File: src/rtl/fsi_pkg.sv
// Notes on behaviour
// - both channels of a dual-channel safety input are compared all the time and must carry the same level.
// - a channel disagreement is tolerated for up to the configured tolerance time (reset 500 ms), longer is a fault.
// - torque-off is selected as soon as either channel falls, without waiting for the tolerance time.
// - each safety input is debounced so that level changes shorter than the debounce time (reset 1 ms) are ignored.
// - a qualified input change reaches the logic on the debounce-th microsecond tick after it, up to one microsecond before the full debounce time.
// - too many level changes on a safety input within a monitoring interval raise a fault.
// - the safety debounce setting and the plain input debounce setting are independent of each other.
// - the torque-off active status bit reads 1 while torque-off is in effect.
// - every selection of torque-off runs the forced self-test of the switch-off paths and the brake relay if fitted; the code starts no test while one runs.
// - the interval between self-tests is timed against the monitoring time (reset 8 h) and the time left is readable.
// - status bit 31 goes to 1 to request a forced self-test once the monitoring time has elapsed.
// - safety enable value 0 disables all safety functions, value 1 enables the basic functions via terminals.
// - passwords 1 to FFFF FFFF are accepted and the reset value 0 means no password is set.
// - safety settings can be written only while the commissioning filter holds 95.
package fsi_pkg;
    // time base: microsecond tick derived from the 125 MHz clock
    localparam int CLK_PERIOD_PS = 8000;
    localparam int US_PS = 1000000;
    localparam int US_CYCLES = (US_PS + CLK_PERIOD_PS - 1) / CLK_PERIOD_PS;
    localparam int MS_PER_S = 1000;
    localparam int US_PER_MS = 1000;

    // register byte offsets
    localparam logic [7:0] OFS_ENABLE = 8'h00;
    localparam logic [7:0] OFS_PASSWORD = 8'h04;
    localparam logic [7:0] OFS_FILTER = 8'h08;
    localparam logic [7:0] OFS_TOL = 8'h0c;
    localparam logic [7:0] OFS_SAFE_DEB = 8'h10;
    localparam logic [7:0] OFS_PLAIN_DEB = 8'h14;
    localparam logic [7:0] OFS_INTERVAL = 8'h18;
    localparam logic [7:0] OFS_TIME_LEFT = 8'h1c;
    localparam logic [7:0] OFS_STATUS = 8'h20;
    localparam logic [7:0] OFS_IRQ_STAT = 8'h24;
    localparam logic [7:0] OFS_IRQ_MASK = 8'h28;
    localparam logic [7:0] OFS_CTRL = 8'h2c;

    // reset values, plus the ENABLE_BASIC and FILTER_SAFETY codes
    localparam logic [3:0] ENABLE_NONE = 4'h0;
    localparam logic [3:0] ENABLE_BASIC = 4'h1;
    localparam logic [31:0] PASSWORD_NONE = 32'h0000_0000;
    localparam logic [7:0] FILTER_READY = 8'h00;
    localparam logic [7:0] FILTER_SAFETY = 8'h5f;
    localparam logic [15:0] TOL_MS_RST = 16'h01f4;
    localparam logic [15:0] SAFE_DEB_US_RST = 16'h03e8;
    localparam logic [15:0] PLAIN_DEB_US_RST = 16'h03e8;
    localparam logic [31:0] INTERVAL_S_RST = 32'h0000_7080;

    // toggle monitor and self-test timing
    localparam logic [15:0] TOGGLE_WIN_MS = 16'h03e8;
    localparam logic [7:0] TOGGLE_MAX = 8'h10;
    localparam logic [15:0] TEST_SETTLE_US = 16'h000a;

    // status register bits
    localparam int ST_PW_SET = 0;
    localparam int ST_TO_ACTIVE = 1;
    localparam int ST_MISMATCH = 2;
    localparam int ST_TOGGLE = 3;
    localparam int ST_TEST_FAIL = 4;
    localparam int ST_TESTING = 5;
    localparam int ST_REQUEST = 31;

    // interrupt bits
    localparam int IRQ_W = 5;
    localparam int IRQ_MISMATCH = 0;
    localparam int IRQ_TOGGLE = 1;
    localparam int IRQ_TO_SEL = 2;
    localparam int IRQ_REQUEST = 3;
    localparam int IRQ_TEST_FAIL = 4;

    // control register bits
    localparam int CTRL_ACK = 0;
    localparam int CTRL_BRAKE = 1;

    typedef enum logic [2:0] {
        TEST_IDLE = 3'b001,
        TEST_DRIVE = 3'b010,
        TEST_CHECK = 3'b100
    } test_state_e;
endpackage

File: src/rtl/timebase_if.sv
`timescale 1ns/1ps
interface timebase_if;
    logic us_tick;
    logic ms_tick;
    logic s_tick;
    modport src (output us_tick, output ms_tick, output s_tick);
    modport snk (input us_tick, input ms_tick, input s_tick);
endinterface

File: src/rtl/deb_filter.sv
`timescale 1ns/1ps
module deb_filter
    import fsi_pkg::*;
(
    input wire logic clk,
    input wire logic rst_n,
    timebase_if.snk tb,
    input wire logic raw,
    input wire logic [15:0] deb_us,
    output logic filt,
    output logic toggle_fault
);
    logic [15:0] cnt_q;
    logic [15:0] win_q;
    logic [7:0] edges_q;
    logic raw_q;
    logic differ;
    logic qualified;
    logic raw_edge;
    logic win_end;

    assign differ = raw != filt;
    assign qualified = differ && tb.us_tick && (cnt_q + 16'h0001 >= deb_us);
    assign raw_edge = raw != raw_q;
    assign win_end = tb.ms_tick && (win_q == TOGGLE_WIN_MS - 16'h0001);

    always_ff @(posedge clk)
    begin
        if (!rst_n)
        begin
            filt <= 1'b0;
            cnt_q <= 16'h0000;
            raw_q <= 1'b0;
            win_q <= 16'h0000;
            edges_q <= 8'h00;
            toggle_fault <= 1'b0;
        end
        else
        begin
            raw_q <= raw;
            // timer restarts whenever the raw level returns to the filtered one
            cnt_q <= !differ || qualified ? 16'h0000 : cnt_q + {15'h0000, tb.us_tick};
            if (qualified)
                filt <= raw;
            win_q <= win_end ? 16'h0000 : win_q + {15'h0000, tb.ms_tick};
            edges_q <= win_end ? 8'h00 : (raw_edge && edges_q != 8'hff ? edges_q + 8'h01 : edges_q);
            toggle_fault <= raw_edge && (edges_q >= TOGGLE_MAX);
        end
    end
endmodule

File: src/rtl/selftest_timer.sv
`timescale 1ns/1ps
module selftest_timer
    import fsi_pkg::*;
(
    input wire logic clk,
    input wire logic rst_n,
    timebase_if.snk tb,
    input wire logic enabled,
    input wire logic done,
    input wire logic [31:0] interval,
    output logic [31:0] time_left,
    output logic request
);
    always_ff @(posedge clk)
    begin
        if (!rst_n)
        begin
            time_left <= INTERVAL_S_RST;
            request <= 1'b0;
        end
        else if (!enabled || done)
        begin
            time_left <= interval;
            request <= 1'b0;
        end
        else
        begin
            if (tb.s_tick && time_left != 32'h0000_0000)
                time_left <= time_left - 32'h0000_0001;
            if (time_left == 32'h0000_0000)
                request <= 1'b1;
        end
    end
endmodule

File: src/rtl/failsafe_input_filter_test_timer.sv
`timescale 1ns/1ps
module failsafe_input_filter_test_timer
    import fsi_pkg::*;
#(
    parameter int US_PER_MS_P = US_PER_MS,
    parameter int MS_PER_S_P = MS_PER_S
)
(
    input wire logic clk,
    input wire logic rst_n,
    // avalon-mm slave
    input wire logic [7:0] avs_address,
    input wire logic avs_read,
    input wire logic avs_write,
    input wire logic [31:0] avs_writedata,
    output logic [31:0] avs_readdata,
    output logic avs_waitrequest,
    // pins
    input wire logic [1:0] dual_channel_safety_input,
    input wire logic plain_input,
    input wire logic switch_off_feedback,
    input wire logic brake_relay_feedback,
    output logic plain_input_filtered,
    output logic torque_off_function,
    output logic torque_off_active_flag,
    output logic selftest_request_flag,
    output logic selftest_drive,
    output logic irq
);
    timebase_if tb ();

    logic [3:1] sync_1_q;
    logic [3:1] sync_2_q;
    logic [6:0] us_div_q;
    logic [9:0] ms_div_q;
    logic [9:0] s_div_q;
    logic us_tick_q;
    logic ms_tick_q;
    logic s_tick_q;

    logic [3:0] safety_enable_select_q;
    logic [31:0] safety_password_entry_q;
    logic [7:0] commissioning_filter_q;
    logic [15:0] channel_mismatch_tolerance_q;
    logic [15:0] safety_input_debounce_q;
    logic [15:0] plain_input_debounce_q;
    logic [31:0] selftest_interval_q;
    logic [IRQ_W-1:0] irq_stat_q;
    logic [IRQ_W-1:0] irq_mask_q;
    logic brake_present_q;

    logic [1:0] ch_filt;
    logic [1:0] ch_toggle;
    logic plain_filt;
    logic [1:0] ch_filt_q;
    logic [15:0] mis_ms_q;
    logic mismatch_fault_q;
    logic toggle_fault_q;
    logic test_fail_q;
    logic to_q;
    logic to_d;
    test_state_e test_q;
    test_state_e test_d;
    logic [15:0] test_us_q;
    logic [31:0] time_left;
    logic request;
    logic [31:0] rdata_d;

    // bus decode
    logic access;
    logic wr;
    logic safety_wr;
    logic ack_wr;
    logic [IRQ_W-1:0] irq_set;
    logic enabled;
    logic any_fall;
    logic mismatch;
    logic mis_expire;
    logic test_done;
    logic test_bad;
    logic paths_off;

    function automatic logic hit(input logic [7:0] addr, input logic [7:0] ofs);
        hit = addr == ofs;
    endfunction

    assign access = (avs_read || avs_write) && avs_waitrequest;
    assign wr = access && avs_write;
    assign safety_wr = wr && (commissioning_filter_q == FILTER_SAFETY);
    assign ack_wr = wr && hit(avs_address, OFS_CTRL) && avs_writedata[CTRL_ACK];
    assign enabled = safety_enable_select_q == ENABLE_BASIC;

    // input synchronisers
    always_ff @(posedge clk)
    begin
        if (!rst_n)
        begin
            sync_1_q <= 3'h0;
            sync_2_q <= 3'h0;
        end
        else
        begin
            sync_1_q <= {brake_relay_feedback, switch_off_feedback, plain_input};
            sync_2_q <= sync_1_q;
        end
    end

    logic [1:0] ch_sync_1_q;
    logic [1:0] ch_sync_2_q;
    always_ff @(posedge clk)
    begin
        if (!rst_n)
        begin
            ch_sync_1_q <= 2'b00;
            ch_sync_2_q <= 2'b00;
        end
        else
        begin
            ch_sync_1_q <= dual_channel_safety_input;
            ch_sync_2_q <= ch_sync_1_q;
        end
    end

    // time base
    assign tb.us_tick = us_tick_q;
    assign tb.ms_tick = ms_tick_q;
    assign tb.s_tick = s_tick_q;

    always_ff @(posedge clk)
    begin
        if (!rst_n)
        begin
            us_div_q <= 7'h00;
            ms_div_q <= 10'h000;
            s_div_q <= 10'h000;
            us_tick_q <= 1'b0;
            ms_tick_q <= 1'b0;
            s_tick_q <= 1'b0;
        end
        else
        begin
            us_tick_q <= us_div_q == 7'(US_CYCLES - 1);
            us_div_q <= us_div_q == 7'(US_CYCLES - 1) ? 7'h00 : us_div_q + 7'h01;
            ms_tick_q <= us_tick_q && ms_div_q == 10'(US_PER_MS_P - 1);
            if (us_tick_q)
                ms_div_q <= ms_div_q == 10'(US_PER_MS_P - 1) ? 10'h000 : ms_div_q + 10'h001;
            s_tick_q <= ms_tick_q && s_div_q == 10'(MS_PER_S_P - 1);
            if (ms_tick_q)
                s_div_q <= s_div_q == 10'(MS_PER_S_P - 1) ? 10'h000 : s_div_q + 10'h001;
        end
    end

    // debounce: one filter per safety channel, own setting for the plain input
    genvar gi;
    generate
        for (gi = 0; gi < 2; gi++)
        begin : g_ch
            deb_filter u_deb (
                .clk(clk),
                .rst_n(rst_n),
                .tb(tb),
                .raw(ch_sync_2_q[gi]),
                .deb_us(safety_input_debounce_q),
                .filt(ch_filt[gi]),
                .toggle_fault(ch_toggle[gi])
            );
        end
    endgenerate

    deb_filter u_plain (
        .clk(clk),
        .rst_n(rst_n),
        .tb(tb),
        .raw(sync_2_q[1]),
        .deb_us(plain_input_debounce_q),
        .filt(plain_filt),
        .toggle_fault()
    );

    // channel agreement and selection
    assign mismatch = ch_filt[0] != ch_filt[1];
    assign mis_expire = mismatch && ms_tick_q && (mis_ms_q >= channel_mismatch_tolerance_q);
    assign any_fall = |(ch_filt_q & ~ch_filt);
    assign to_d = enabled && (any_fall || to_q ? !(ch_filt == 2'b11 && !mismatch_fault_q && !toggle_fault_q)
        : (ch_filt != 2'b11 || mismatch_fault_q || toggle_fault_q));

    always_ff @(posedge clk)
    begin
        if (!rst_n)
        begin
            ch_filt_q <= 2'b00;
            mis_ms_q <= 16'h0000;
            mismatch_fault_q <= 1'b0;
            toggle_fault_q <= 1'b0;
            to_q <= 1'b0;
        end
        else
        begin
            ch_filt_q <= ch_filt;
            mis_ms_q <= !mismatch ? 16'h0000 : (ms_tick_q && mis_ms_q != 16'hffff ? mis_ms_q + 16'h0001 : mis_ms_q);
            // mismatch fault holds until acknowledged with both channels in agreement or safety disabled, toggle fault until acknowledged or disabled
            if (enabled && mis_expire)
                mismatch_fault_q <= 1'b1;
            else if (!enabled || (ack_wr && !mismatch))
                mismatch_fault_q <= 1'b0;
            if (enabled && |ch_toggle)
                toggle_fault_q <= 1'b1;
            else if (!enabled || ack_wr)
                toggle_fault_q <= 1'b0;
            to_q <= to_d;
        end
    end

    // forced self-test of the switch-off paths
    assign paths_off = sync_2_q[2] && (!brake_present_q || sync_2_q[3]);
    assign test_done = test_q == TEST_CHECK && paths_off;
    assign test_bad = test_q == TEST_CHECK && !paths_off;

    always_comb
    begin
        test_d = test_q;
        case (test_q)
            TEST_IDLE: if (enabled && to_d && !to_q) test_d = TEST_DRIVE;
            TEST_DRIVE: if (us_tick_q && test_us_q >= TEST_SETTLE_US) test_d = TEST_CHECK;
            TEST_CHECK: test_d = TEST_IDLE;
            default: test_d = TEST_IDLE;
        endcase
    end

    always_ff @(posedge clk)
    begin
        if (!rst_n)
        begin
            test_q <= TEST_IDLE;
            test_us_q <= 16'h0000;
            test_fail_q <= 1'b0;
        end
        else
        begin
            test_q <= test_d;
            test_us_q <= test_q != TEST_DRIVE ? 16'h0000 : test_us_q + {15'h0000, us_tick_q};
            if (test_bad)
                test_fail_q <= 1'b1;
            else if (test_done || ack_wr)
                test_fail_q <= 1'b0;
        end
    end

    selftest_timer u_timer (
        .clk(clk),
        .rst_n(rst_n),
        .tb(tb),
        .enabled(enabled),
        .done(test_done),
        .interval(selftest_interval_q),
        .time_left(time_left),
        .request(request)
    );

    // registers
    always_ff @(posedge clk)
    begin
        if (!rst_n)
        begin
            safety_enable_select_q <= ENABLE_NONE;
            safety_password_entry_q <= PASSWORD_NONE;
            commissioning_filter_q <= FILTER_READY;
            channel_mismatch_tolerance_q <= TOL_MS_RST;
            safety_input_debounce_q <= SAFE_DEB_US_RST;
            plain_input_debounce_q <= PLAIN_DEB_US_RST;
            selftest_interval_q <= INTERVAL_S_RST;
            irq_mask_q <= '0;
            brake_present_q <= 1'b0;
        end
        else
        begin
            if (wr && hit(avs_address, OFS_FILTER))
                commissioning_filter_q <= avs_writedata[7:0];
            if (wr && hit(avs_address, OFS_PLAIN_DEB))
                plain_input_debounce_q <= avs_writedata[15:0];
            if (wr && hit(avs_address, OFS_IRQ_MASK))
                irq_mask_q <= avs_writedata[IRQ_W-1:0];
            if (safety_wr && hit(avs_address, OFS_ENABLE))
                safety_enable_select_q <= avs_writedata[3:0];
            if (safety_wr && hit(avs_address, OFS_PASSWORD))
                safety_password_entry_q <= avs_writedata;
            if (safety_wr && hit(avs_address, OFS_TOL))
                channel_mismatch_tolerance_q <= avs_writedata[15:0];
            if (safety_wr && hit(avs_address, OFS_SAFE_DEB))
                safety_input_debounce_q <= avs_writedata[15:0];
            if (safety_wr && hit(avs_address, OFS_INTERVAL))
                selftest_interval_q <= avs_writedata;
            if (safety_wr && hit(avs_address, OFS_CTRL))
                brake_present_q <= avs_writedata[CTRL_BRAKE];
        end
    end

    // sticky events, write one to clear, set wins
    assign irq_set[IRQ_MISMATCH] = enabled && mis_expire;
    assign irq_set[IRQ_TOGGLE] = enabled && |ch_toggle;
    assign irq_set[IRQ_TO_SEL] = to_d && !to_q;
    assign irq_set[IRQ_REQUEST] = request && !selftest_request_flag;
    assign irq_set[IRQ_TEST_FAIL] = test_bad;

    always_ff @(posedge clk)
    begin
        if (!rst_n)
            irq_stat_q <= '0;
        else
            irq_stat_q <= irq_set | (irq_stat_q &
                ~(wr && hit(avs_address, OFS_IRQ_STAT) ? avs_writedata[IRQ_W-1:0] : {IRQ_W{1'b0}}));
    end

    // read mux
    always_comb
    begin
        rdata_d = 32'h0000_0000;
        case (avs_address)
            OFS_ENABLE: rdata_d[3:0] = safety_enable_select_q;
            OFS_PASSWORD: rdata_d = safety_password_entry_q;
            OFS_FILTER: rdata_d[7:0] = commissioning_filter_q;
            OFS_TOL: rdata_d[15:0] = channel_mismatch_tolerance_q;
            OFS_SAFE_DEB: rdata_d[15:0] = safety_input_debounce_q;
            OFS_PLAIN_DEB: rdata_d[15:0] = plain_input_debounce_q;
            OFS_INTERVAL: rdata_d = selftest_interval_q;
            OFS_TIME_LEFT: rdata_d = time_left;
            OFS_STATUS:
            begin
                rdata_d[ST_PW_SET] = safety_password_entry_q != PASSWORD_NONE;
                rdata_d[ST_TO_ACTIVE] = to_q;
                rdata_d[ST_MISMATCH] = mismatch_fault_q;
                rdata_d[ST_TOGGLE] = toggle_fault_q;
                rdata_d[ST_TEST_FAIL] = test_fail_q;
                rdata_d[ST_TESTING] = test_q != TEST_IDLE;
                rdata_d[ST_REQUEST] = request;
            end
            OFS_IRQ_STAT: rdata_d[IRQ_W-1:0] = irq_stat_q;
            OFS_IRQ_MASK: rdata_d[IRQ_W-1:0] = irq_mask_q;
            OFS_CTRL: rdata_d[CTRL_BRAKE] = brake_present_q;
            default: rdata_d = 32'h0000_0000;
        endcase
    end

    // outputs, all registered
    always_ff @(posedge clk)
    begin
        if (!rst_n)
        begin
            avs_waitrequest <= 1'b1;
            avs_readdata <= 32'h0000_0000;
            plain_input_filtered <= 1'b0;
            torque_off_function <= 1'b0;
            torque_off_active_flag <= 1'b0;
            selftest_request_flag <= 1'b0;
            selftest_drive <= 1'b0;
            irq <= 1'b0;
        end
        else
        begin
            avs_waitrequest <= !access;
            if (access && avs_read)
                avs_readdata <= rdata_d;
            plain_input_filtered <= plain_filt;
            torque_off_function <= to_d;
            torque_off_active_flag <= to_d;
            selftest_request_flag <= request;
            selftest_drive <= test_d == TEST_DRIVE;
            irq <= |(irq_stat_q & irq_mask_q);
        end
    end
endmodule

File: config.mk
export PLATFORM = sky130hd
export DESIGN_NAME = failsafe_input_filter_test_timer
export DESIGN_NICKNAME = d
export VERILOG_FILES = /design/src/rtl/fsi_pkg.sv /design/src/rtl/timebase_if.sv /design/src/rtl/deb_filter.sv /design/src/rtl/selftest_timer.sv /design/src/rtl/failsafe_input_filter_test_timer.sv
export SDC_FILE = /design/constraint.sdc
export NUM_CORES = 1
export LEC_CHECK = 0
export CORE_MARGIN = 3
export CORE_UTILIZATION = 35
export CTS_BUF_LIST = sky130_fd_sc_hd__clkbuf_4 sky130_fd_sc_hd__clkbuf_8
export CTS_CLUSTER_SIZE = 8
export DETAILED_ROUTE_END_ITERATION = 12
export DONT_BUFFER_PORTS = 1
export GPL_TIMING_DRIVEN = 0
export PLACE_DENSITY = 0.55
export SYNTH_ARGS = -nofsm -noshare
export SYNTH_HDL_FRONTEND = slang
export SYNTH_HIERARCHICAL = 1
export SYNTH_SLANG_ARGS = --single-unit
export TNS_END_PERCENT = 5
File: constraint.sdc
create_clock -name clk -period 8.8 [get_ports clk]
set_input_delay 0.44 -clock clk [delete_from_list [all_inputs] [get_ports clk]]
set_output_delay 0.44 -clock clk [all_outputs]
set_load 0.01 [all_outputs]
---- Word-level counts from Yosys, hierarchy flattened ----
Index checks and enable logic that the tools add are counted.
word-level totals
  register bits after elaboration ......... 389
  output and inout port bits .............. 39
  logic and storage cells ................. 232
operators by class
  $add $sub $neg .......................... 16
  $lt $le $gt $ge ......................... 7
  equality and inequality tests ........... 35
  mux-type cells .......................... 24
  bitwise logic cells ..................... 7
  reduce and logical (&&, ||, !) cells .... 93
operators with widths
  cell                                                                                   number
  16-bit by 1-bit adder with 16-bit output                                               6
  16-bit by 1-bit adder with 16-bit output (second input constant)                       4
  16-bit greater-or-equal comparator                                                     4
  32-bit two-way mux                                                                     2
  32-bit nonzero test                                                                    2
  1-bit logical AND                                                                      48
  8-bit case mux with 6 select lines                                                     1
  15-bit case mux with 3 select lines                                                    1
  16-bit by 10-bit == test with 1-bit output (second input constant)                     2
  8-bit by 5-bit == test with 1-bit output (second input constant)                       4
  8-bit by 6-bit == test with 1-bit output (second input constant)                       4
  32-bit logical NOT                                                                     1
  32-bit by 1-bit subtractor with 32-bit output (second input constant)                  1
  2-bit case mux with 11 select lines                                                    1
  10-bit by 1-bit adder with 10-bit output (second input constant)                       2
  10-bit == test (second input constant)                                                 2
  10-bit two-way mux                                                                     2
  2-bit OR reduction                                                                     10
  8-bit by 1-bit adder with 8-bit output (second input constant)                         2
  8-bit by 4-bit == test with 1-bit output (second input constant)                       2
  16-bit by 4-bit greater-or-equal comparator with 1-bit output (second input constant)  1
  8-bit by 5-bit greater-or-equal comparator with 1-bit output (second input constant)   2
  16-bit != test (second input constant)                                                 1
  8-bit != test (second input constant)                                                  2
  35 further kinds                                                                       75

---- Longest topological paths before layout ----
Gate-level depths: netlist of the first run.
  depth after elaboration ................. 11
  depth in mapped cells ................... 15
  mapped depth without buffers ............ 11

---- Hierarchy ----
Netlist of the first run, hierarchy kept.
modules (own cells, without submodules)
  module                            instances  cells an instance  area an instance (um^2)
  failsafe_input_filter_test_timer  1          1,337              11,193.2
  deb_filter                        3          299                2,527.4
  selftest_timer                    1          244                1,950.6

---- Worst setup path after synthesis of the first run ----
Ideal clock, no wire load.
  path kind ............................... flip-flop to flip-flop
  start ................................... register g_ch[0].u_deb.cnt_q[2]
  end ..................................... register g_ch[0].u_deb.cnt_q[10]
  setup time .............................. 0.132 ns
  data arrival time ....................... 2.732 ns
  path slack .............................. 5.936 ns
  cell stages (with the launch flop) ...... 15
  buffers on the path ..................... 4
  clock period less this slack ............ 2.864 ns
  cell sequence ........................... dfxtp_1 > buf_2 > and4_1 > buf_2 > and2_1 > and3_1 > buf_2 > xor2_1 > ha_1 > nand2_1 > nor2_1 > a41oi_1 > o41ai_4 > buf_6 > nor3_1
on the way
  word-level cells in the longest chain between the ends .. 5
  elaborated cells between the ends (all ways) .. 6
  classes of those cells .................. add/sub: 2; order compare: 1; reduce/logical: 3
RTL lines
  what                                      RTL line          text
  start, declared                           deb_filter.sv:13  logic [15:0] cnt_q;
  start signal, assigned                    deb_filter.sv:42  cnt_q <= !differ || qualified ? 16'h0000 : cnt_q + {15'h0000, tb.us_tick};
  16-bit by 1-bit adder with 16-bit output  deb_filter.sv:23  assign qualified = differ && tb.us_tick && (cnt_q + 16'h0001 >= deb_us);
  16-bit greater-or-equal comparator        deb_filter.sv:23
  1-bit logical AND                         deb_filter.sv:23
  1-bit logical OR                          deb_filter.sv:42
  2-bit OR reduction (no line)              -
Several ways; a longest one is shown, not always the timed one.
A chain may end at the register's enable or synchronous reset.

---- Final worst setup path of the first run ----
  start ................................... register g_ch[1].u_deb.cnt_q[2]
  end ..................................... register g_ch[1].u_deb.cnt_q[11]
on the way
  word-level cells in the longest chain between the ends .. 5
  elaborated cells between the ends (all ways) .. 6
  classes of those cells .................. add/sub: 2; order compare: 1; reduce/logical: 3
RTL lines
  what                                      RTL line
  start, declared                           deb_filter.sv:13
  start signal, assigned                    deb_filter.sv:42
  16-bit by 1-bit adder with 16-bit output  deb_filter.sv:23
  16-bit greater-or-equal comparator        deb_filter.sv:23
  1-bit logical AND                         deb_filter.sv:23
  1-bit logical OR                          deb_filter.sv:42
  2-bit OR reduction (no line)              -
Several ways; a longest one is shown, not always the timed one.

==> results of run 1 <==
[metal layers]
layer,global-route usage,share of wire,vias up
met5,0,0.00040,-
met1,0.287,0.43,8434
met4,0.0791,0.032,4
met2,0.368,0.46,632
met3,0.0519,0.082,139
li1,-,-,8452
[flip-flops by register name, indices dropped and copies added (netlist names), 16 cells and up]
signal	count
channel_mismatch_tolerance_q	16
u_timer/time_left	32
g_ch.u_deb/cnt_q	32
safety_input_debounce_q	16
g_ch.u_deb/edges_q	16
selftest_interval_q	32
u_plain/cnt_q	16
plain_input_debounce_q	16
g_ch.u_deb/win_q	32
avs_readdata	32
test_us_q	16
safety_password_entry_q	32
mis_ms_q	16
[how the worst max path moves through the flow]
stage | to | slack (ns) | depth (start not counted)
floorplan | g_ch[0].u_deb/cnt_q[10]$_SDFF_PP0_ | 5.94 | 14
global placement | u_timer/time_left[3]$_SDFFE_PN0P_ | 5.22 | 6
detailed placement | g_ch[1].u_deb/cnt_q[11]$_SDFF_PP0_ | 5.43 | 14
CTS | g_ch[1].u_deb/cnt_q[10]$_SDFF_PP0_ | 5.39 | 14
global route | g_ch[1].u_deb/cnt_q[10]$_SDFF_PP0_ | 5.17 | 14
finish | g_ch[1].u_deb/cnt_q[11]$_SDFF_PP0_ | 5.45 | 14
[area by class of cell]
class	count	area, sq um	area share
Timing Repair Buffer	35	350	0.0157
Clock inverter	12	73.8	0.00330
Tap cell	748	936	0.0418
Clock buffer	110	1410	0.0632
Buffer	132	644	0.0288
Inverter	99	372	0.0166
Multi-Input combinational cell	1736	10800	0.484
Antenna cell	2	5.00	0.000224
Sequential cell	387	7750	0.346
[what timing repair did]
action                                 in CTS  in global routing
endpoints found under the hold margin     107                  0
setup endpoints to repair                   0                  0
setup buffers                               0                  0
hold buffers                               35                  0
[worst max-delay path, cell delays in order, from the launching register on]
cell and delay [ns]:
dfxtp_1 0.30, buf_2 0.16, and4_1 0.20, buf_2 0.15
and2_1 0.19, and3_1 0.18, buf_2 0.15, xor2_1 0.16
ha_1 0.30, nand2_1 0.07, nor2_1 0.08, a41oi_1 0.19
o41ai_4 0.79, buf_6 0.23, nor3_1 0.06
[power by group]
part / internal [mW] / switching (mW)
combinational: 0.0359 / 0.0947
clock: 1.02 / 0.795
sequential: 1.76 / 0.0134
==> impl_metrics.tcl, run 1 <==
set metrics [dict create \
    grt_max_degree 14 \
    fin_setup_tns_ns 0 \
    yosysWarnings 6 \
    min_period_over_period 0.381 \
    clockBufferDepth 3 \
    fillers 5561 \
    crit_arrival_ns 3.86 \
    min_to "u_timer/time_left[27]$_SDFFE_PN0P_" \
    die_h_um 243 \
    cts-root-buf "clkbuf_8" \
    area_growth_syn_to_layout_pct 14.2 \
    syn_nets 2493 \
    rows 86 \
    fp.coreArea_sq_um 55200 \
    viasPerCell 5.42 \
    clkLatencyLatePin_ns 0.66 \
    slew_viol_final 0 \
    rsz0062_at_grt "no" \
    hold_depth 2 \
    setup_viol 0 \
    power_mw 3.72 \
    reg2reg_from "g_ch[1].u_deb/cnt_q[2]$_SDFF_PP0_" \
    drive_gt1_frac 0.0872 \
    final_cell_mix "dfxtp_1 (387), nand2_1 (348), nor2_1 (194), a21oi_1 (172), xor2_1 (102)" \
    cp-startpoint "g_ch[1].u_deb/cnt_q[2]$_SDFF_PP0_" \
    cts_tree "done" \
    crit_type "reg -> reg" \
    hp-start "rst_n" \
    period_minus_slack_ns 3.35 \
    syn_area_per_cell_sq_um 8.32 \
    timing.final.ws_setup_ns 5.45 \
    syn-instance-count 2354 \
    pre_cts_ws_ns 5.43 \
    max_freq_mhz 298 \
    die_area_sq_um 58800 \
    wl_mm 67.2 \
    powerDensity_nw_per_um2 166 \
    start_util 0.355 \
    drt_iter0_drc 1661 \
    overflow 0 \
    clk_pin_slew_ns 0.06 \
    hold_slack_ns 0.0847 \
    layout_commonest_cell "dfxtp_1" \
    drv_cap 0 \
    drc 0 \
    tightest_slew_ns 1.21 \
    first_global_vias 16900 \
    design_area_sq_um 22400 \
    cts_num_sinks 387 \
    utilization 0.405 \
    status "finished clean" \
    grt_pass1_wl_mm 102 \
    slew_headroom 0.191 \
    cp_max_fo 10 \
    p_leak_nw 8.34 \
    io_buffer_count 0 \
    routedWlPerCell_um 20.6 \
    cts_buffers 69 \
    netlist_area_sq_um 19600 \
    start_kind "flop" \
    holdCritPathClass "in -> reg" \
    nets 2599 \
    grt_usage 0.223 \
    die_x_um 243 \
    final_cells 3261 \
    dpl-instance-area_sq_um 20500 \
    vias 17700 \
    cp-end-kind "flop" \
    h-tree-depth 3 \
    required_ns 9.31 \
    reg2reg_depth 14 \
    r2r_slack_ns 5.45 \
    gp_congestion 0.969 \
    ant_nets 0 \
    cts_resized 0 \
    final_hold_viol_count 0 \
    drt_first_pass_iters 6 \
    antenna_found_initial 4 \
    r2r_end "g_ch[1].u_deb/cnt_q[11]$_SDFF_PP0_" \
    placed_cells 3102 \
    place_hpwl_mm 49.2 \
    skew_ns 0.0341 \
    io_pins 88 \
    peakVddDrop_mv 0.0886 \
]
Note: power is estimated with default switching activity, not from simulation.
==> run 2: changes to the inputs <==
--- a/config.mk
+++ b/config.mk
@@ -12,7 +12,7 @@
 export DETAILED_ROUTE_END_ITERATION = 12
 export DONT_BUFFER_PORTS = 1
 export GPL_TIMING_DRIVEN = 0
-export PLACE_DENSITY = 0.55
+export PLACE_DENSITY = 0.57
 export SYNTH_ARGS = -nofsm -noshare
 export SYNTH_HDL_FRONTEND = slang
 export SYNTH_HIERARCHICAL = 1
==> constraint.sdc (replaced) <==
create_clock -name clk -period 2.76 [get_ports clk]
set_input_delay 0.138 -clock clk [delete_from_list [all_inputs] [get_ports clk]]
set_output_delay 0.138 -clock clk [all_outputs]
set_load 0.01 [all_outputs]
==> run 2 against run 1 <==
- the flow now finishes with violations (setup timing)
- clock skew up 0.0060 ns
- global-route usage up 0.20 points
- routed wire length rose by 2.3%
==> impl_metrics.tcl, run 2 (same netlist as run 1, synthesis figures left out) <==
set metrics [dict create \
    status "complete, but fails checks" \
    violations "setup timing" \
    drt_iter0_drc 1664 \
    start_util 0.355 \
    drc 0 \
    fp.coreArea_sq_um 55200 \
    grt_usage 0.225 \
    viasPerCell 5.48 \
    vias 18100 \
    timing.final.ws_setup_ns -0.0863 \
    rows 86 \
    max_freq_mhz 351 \
    min_period_over_period 1.03 \
    grt_max_degree 18 \
    cts_buffers 73 \
    overflow 0 \
    place_hpwl_mm 49.7 \
    die_x_um 243 \
    fin_setup_tns_ns -1.87 \
    area_growth_syn_to_layout_pct 18.7 \
    required_ns 3.33 \
    die_area_sq_um 58800 \
    cp_max_fo 6 \
    h-tree-depth 3 \
    layout_commonest_cell "dfxtp_1" \
    ant_nets 0 \
    clockBufferDepth 3 \
    antenna_found_initial 1 \
    final_cell_mix "dfxtp_1 (377), nand2_1 (346), nor2_1 (193), a21oi_1 (162), xor2_1 (102)" \
    pre_cts_ws_ns -0.757 \
    period_minus_slack_ns 2.85 \
    holdCritPathClass "in -> reg" \
    io_pins 88 \
    dpl-instance-area_sq_um 20500 \
    final_hold_viol_count 0 \
    setup_viol 42 \
    tightest_slew_ns 1.16 \
    design_area_sq_um 23200 \
    skew_ns 0.0401 \
    powerDensity_nw_per_um2 510 \
    drv_cap 0 \
    wl_mm 68.7 \
    crit_arrival_ns 3.42 \
    die_h_um 243 \
    cts_tree "done" \
    start_kind "flop" \
    clkLatencyLatePin_ns 0.66 \
    slew_viol_final 0 \
    drt_first_pass_iters 8 \
    first_global_vias 17400 \
    io_buffer_count 0 \
    cts-root-buf "clkbuf_8" \
    cts_num_sinks 387 \
    gp_congestion 0.974 \
    peakVddDrop_mv 0.347 \
    grt_pass1_wl_mm 103 \
    rsz0062_at_grt "yes" \
    nets 2647 \
    cp-end-kind "flop" \
    routedWlPerCell_um 20.8 \
    clk_pin_slew_ns 0.07 \
    crit_type "reg -> reg" \
    p_leak_nw 8.54 \
    slew_headroom 0.227 \
    drive_gt1_frac 0.124 \
]
-- run 2: where the power goes --
| part | switching [mW] | internal, mW | total [mW] |
|---|---|---|---|
| registers | 0.0443 | 5.62 | 5.66 |
| logic | 0.318 | 0.132 | 0.450 |
| clock network | 2.52 | 3.23 | 5.74 |
| total | 2.88 | 8.97 | 11.9 |
-- run 2: layout make-up --
type                       instances  area (sq um)
inverter                          99           372
fill                            5508         32000
tap                              748           936
buffer                           132           717
sequential                       387          7760
antenna                            2          5.00
timing repair buffer              79           761
clock buffer                     111          1370
clock inverter                    11          88.8
multi-input combinational       1736         11200
-- run 2: through the flow --
step	std cells	hold slack, ns	utilization	total power [mW]
global placement	3102	0.259	0.372	6.10
global route	3303	0.0450	0.421	12.3
CTS	3295	0.0115	0.415	12.0
floorplan	2354	0.254	-	5.96
detailed placement	3102	0.263	0.372	6.10
finish	3305	0.0548	0.421	11.9
-- run 2: final timing paths --
check | slack (ns) | cells past startpoint | start | to
setup / recovery | -0.09 | 13 | g_ch[0].u_deb/cnt_q[2]$_SDFF_PP0_ | g_ch[0].u_deb/filt$_SDFFE_PN0P_
hold / removal | 0.05 | 3 | rst_n | avs_readdata[0]$_SDFFE_PN0P_
setup reg to reg | -0.09 | 13 | g_ch[0].u_deb/cnt_q[2]$_SDFF_PP0_ | g_ch[0].u_deb/filt$_SDFFE_PN0P_
hold reg to reg | 0.43 | 1 | ch_sync_1_q[0]$_SDFF_PN0_ | ch_sync_2_q[0]$_SDFF_PN0_
-- run 2: what timing repair did --
item / 4_1_cts / 5_1_grt
endpoints found under the hold margin: 210 / 0
hold buffers: 64 / 0
gates resized for setup: 56 / 62
pin swaps: 21 / 28
setup endpoints to repair: 142 / 84
buffers inserted: 7 / 10
-- run 2: worst max-delay path, stage by stage, from the launching register on --
cell     delay (ns)
dfxtp_2        0.32
buf_6          0.09
and4_1         0.18
buf_6          0.12
and2_4         0.16
and3_4         0.18
buf_6          0.11
nand3_1        0.09
xnor2_1        0.15
ha_1           0.33
nand3_2        0.13
o41ai_4        0.48
buf_4          0.23
mux2i_1        0.20
-- run 2: per-layer routing --
layer | up-vias | routed length [um] | track usage | part of all wire
met5 | - | 13 | 0 | 0.00019
met4 | 2 | 2650 | 0.0963 | 0.038
met3 | 132 | 5990 | 0.0539 | 0.087
met2 | 693 | 31000 | 0.360 | 0.45
met1 | 8717 | 29100 | 0.291 | 0.42
li1 | 8566 | - | - | -
==> run 3: changes to the inputs <==
--- a/config.mk
+++ b/config.mk
@@ -6,13 +6,13 @@
 export NUM_CORES = 1
 export LEC_CHECK = 0
 export CORE_MARGIN = 3
-export CORE_UTILIZATION = 35
+export CORE_UTILIZATION = 30
 export CTS_BUF_LIST = sky130_fd_sc_hd__clkbuf_4 sky130_fd_sc_hd__clkbuf_8
 export CTS_CLUSTER_SIZE = 8
 export DETAILED_ROUTE_END_ITERATION = 12
 export DONT_BUFFER_PORTS = 1
 export GPL_TIMING_DRIVEN = 0
-export PLACE_DENSITY = 0.57
+export PLACE_DENSITY = 0.51
 export SYNTH_ARGS = -nofsm -noshare
 export SYNTH_HDL_FRONTEND = slang
 export SYNTH_HIERARCHICAL = 1
==> run 3 against run 2 <==
- the run still ends with setup timing left
- largest power group unchanged
- critical endpoint is now g_ch[0].u_deb/cnt_q[7]$_SDFF_PP0_
- combinational power about the same
- flip-flop and latch count unchanged
- worst hold slack improved by 0.0085 ns
==> impl_metrics.tcl, run 3 (same netlist as run 1, synthesis figures left out) <==
set metrics [dict create \
    status "complete, but fails checks" \
    violations "setup timing" \
    required_ns 3.33 \
    rows 93 \
    cts-root-buf "clkbuf_8" \
    power_mw 12.3 \
    holdCritPathClass "in -> reg" \
    reg2reg_from "g_ch[0].u_deb/cnt_q[2]$_SDFF_PP0_" \
    area_growth_syn_to_layout_pct 20.9 \
    io_buffer_count 0 \
    crit_type "reg -> reg" \
    min_period_over_period 1.04 \
    max_stage_delay_ns 0.34 \
    die_x_um 262 \
    drt_first_pass_iters 5 \
    r2r_slack_ns -0.11 \
    cts_num_sinks 387 \
    final_cell_mix "dfxtp_1 (375), nand2_1 (344), nor2_1 (191), a21oi_1 (163), xor2_1 (101)" \
    layout_commonest_cell "dfxtp_1" \
    cp-startpoint "g_ch[0].u_deb/cnt_q[2]$_SDFF_PP0_" \
    wl_mm 71.0 \
    drv_cap 0 \
    vias 18100 \
    slew_viol_final 0 \
    cp_max_fo 8 \
    crit_path_cell_trace "buf_6 -> and4_1 -> buf_6 -> and2_4 -> and3_4 -> buf_6 -> nand4_1 -> xnor2_1 -> ha_1 -> a21oi_2 -> o22ai_2 -> a21oi_2 -> o41ai_4 -> buf_6 -> clkbuf_16 -> nor3_2" \
    crit_slowest_cell "ha_1" \
    timing.final.ws_setup_ns -0.115 \
    tightest_slew_ns 1.38 \
    viasPerCell 5.29 \
    cp-end-kind "flop" \
    grt_max_degree 20 \
    multi_input_area_sq_um 11300 \
    die_area_sq_um 68400 \
    clkLatencyLatePin_ns 0.67 \
    nets 2653 \
    path_delay_family "simple AND/OR/NAND/NOR gates" \
    overflow 0 \
    drt_iter0_drc 1582 \
    fp.coreArea_sq_um 64600 \
    fillers 6652 \
    start_util 0.303 \
    peakVddDrop_mv 0.283 \
    crit_top_cell "buf_6" \
    h-tree-depth 3 \
    grt_pass1_wl_mm 106 \
    place_hpwl_mm 51.3 \
    path_buf_inv 5 \
    rsz0062_at_grt "yes" \
    max_freq_mhz 348 \
    skew_ns 0.0331 \
    drive_gt1_frac 0.131 \
    first_global_vias 17400 \
    start_kind "flop" \
    antenna_found_initial 8 \
    reg2reg_depth 16 \
    hold_slack_ns 0.0633 \
    final-seq-area_sq_um 7760 \
    ant_nets 0 \
    gp_congestion 0.974 \
    p_leak_nw 8.72 \
    cts_buffers 72 \
    routedWlPerCell_um 20.7 \
    clockBufferDepth 3 \
    crit_cells 16 \
    clk_pin_slew_ns 0.06 \
    setup_viol 54 \
    drc 0 \
    slew_headroom 0.0751 \
    final_hold_viol_count 0 \
    die_h_um 262 \
    period_minus_slack_ns 2.87 \
    powerDensity_nw_per_um2 518 \
    cts_tree "done" \
    hold_depth 3 \
    crit_arrival_ns 3.44 \
    hp-start "avs_writedata[0]" \
    io_pins 88 \
    grt_usage 0.202 \
]
-- run 3: cell count changes in the layout (fill, tap and decap cells not counted), sizes merged --
| cell | previous run | this run |
|---|---|---|
| inv | 99 | 98 |
| clkinv | 8 | 9 |
| diode | 2 | 4 |
| clkinvlp | 2 | 3 |
| buf | 76 | 81 |
| bufinv | 1 | 3 |
| clkbuf | 182 | 184 |
-- run 3: stage by stage --
stage                     instances  worst slack [ns]  setup TNS (ns)  utilization  cell area (sq um)
after CTS                      3406            -0.104           -3.06        0.359              23200
after detailed placement       3210            -0.579          -22.27        0.320              20700
final                          3424            -0.115           -2.91        0.367              23700
after global placement         3209            -0.983          -41.29        0.320              20700
after global routing           3421            -0.237           -8.84        0.367              23700
after floorplan                2354          -0.00660          -0.106            -              19600
-- run 3: layout make-up --
class                           instances  area share
Sequential cell                       387       0.328
Inverter                               99      0.0157
Multi-Input combinational cell       1736       0.476
Clock inverter                         14     0.00644
Antenna cell                            4    0.000423
Buffer                                131      0.0306
Clock buffer                          111      0.0605
Timing Repair Buffer                   87      0.0370
Tap cell                              855      0.0452
-- run 3: metal layers --
metal  vias to the layer above  part of all wire  GRT usage
met2                       632              0.47      0.332
met4                         2             0.033     0.0808
met1                      8753              0.43      0.257
li1                       8587                 -          -
met5                         -           0.00018          0
met3                       132             0.075     0.0451
-- run 3: final timing paths --
check,end
min,selftest_interval_q[0]$_SDFFE_PN0P_
max,g_ch[0].u_deb/cnt_q[7]$_SDFF_PP0_
min reg2reg,sync_2_q[2]$_SDFF_PN0_
max reg2reg,g_ch[0].u_deb/cnt_q[7]$_SDFF_PP0_
-- run 3: what timing repair did --
action / 4_1_cts / 5_1_grt
setup endpoints to repair: 73 / 83
cloned: 0 / 2
hold buffers: 64 / 0
resized for setup: 50 / 88
pin swaps: 15 / 42
setup buffers: 7 / 15
hold endpoints to repair: 205 / 0
-- run 3: worst reg2reg max path, delay by kind of cell (launching register included) --
family                     cells  cell delay (ns)
AOI/OAI and AO/OA              4             0.52
xor gates and xnor gates       1             0.17
adders and majority gates      1             0.34
buffers and inverters          5             0.65
DFF                            1             0.32
and+or+nand+nor                5             0.83
-- run 3: power by group --
part	switching [mW]	internal (mW)	total, mW
logic	0.317	0.131	0.448
registers	0.0448	5.62	5.66
clock network	2.58	3.58	6.15
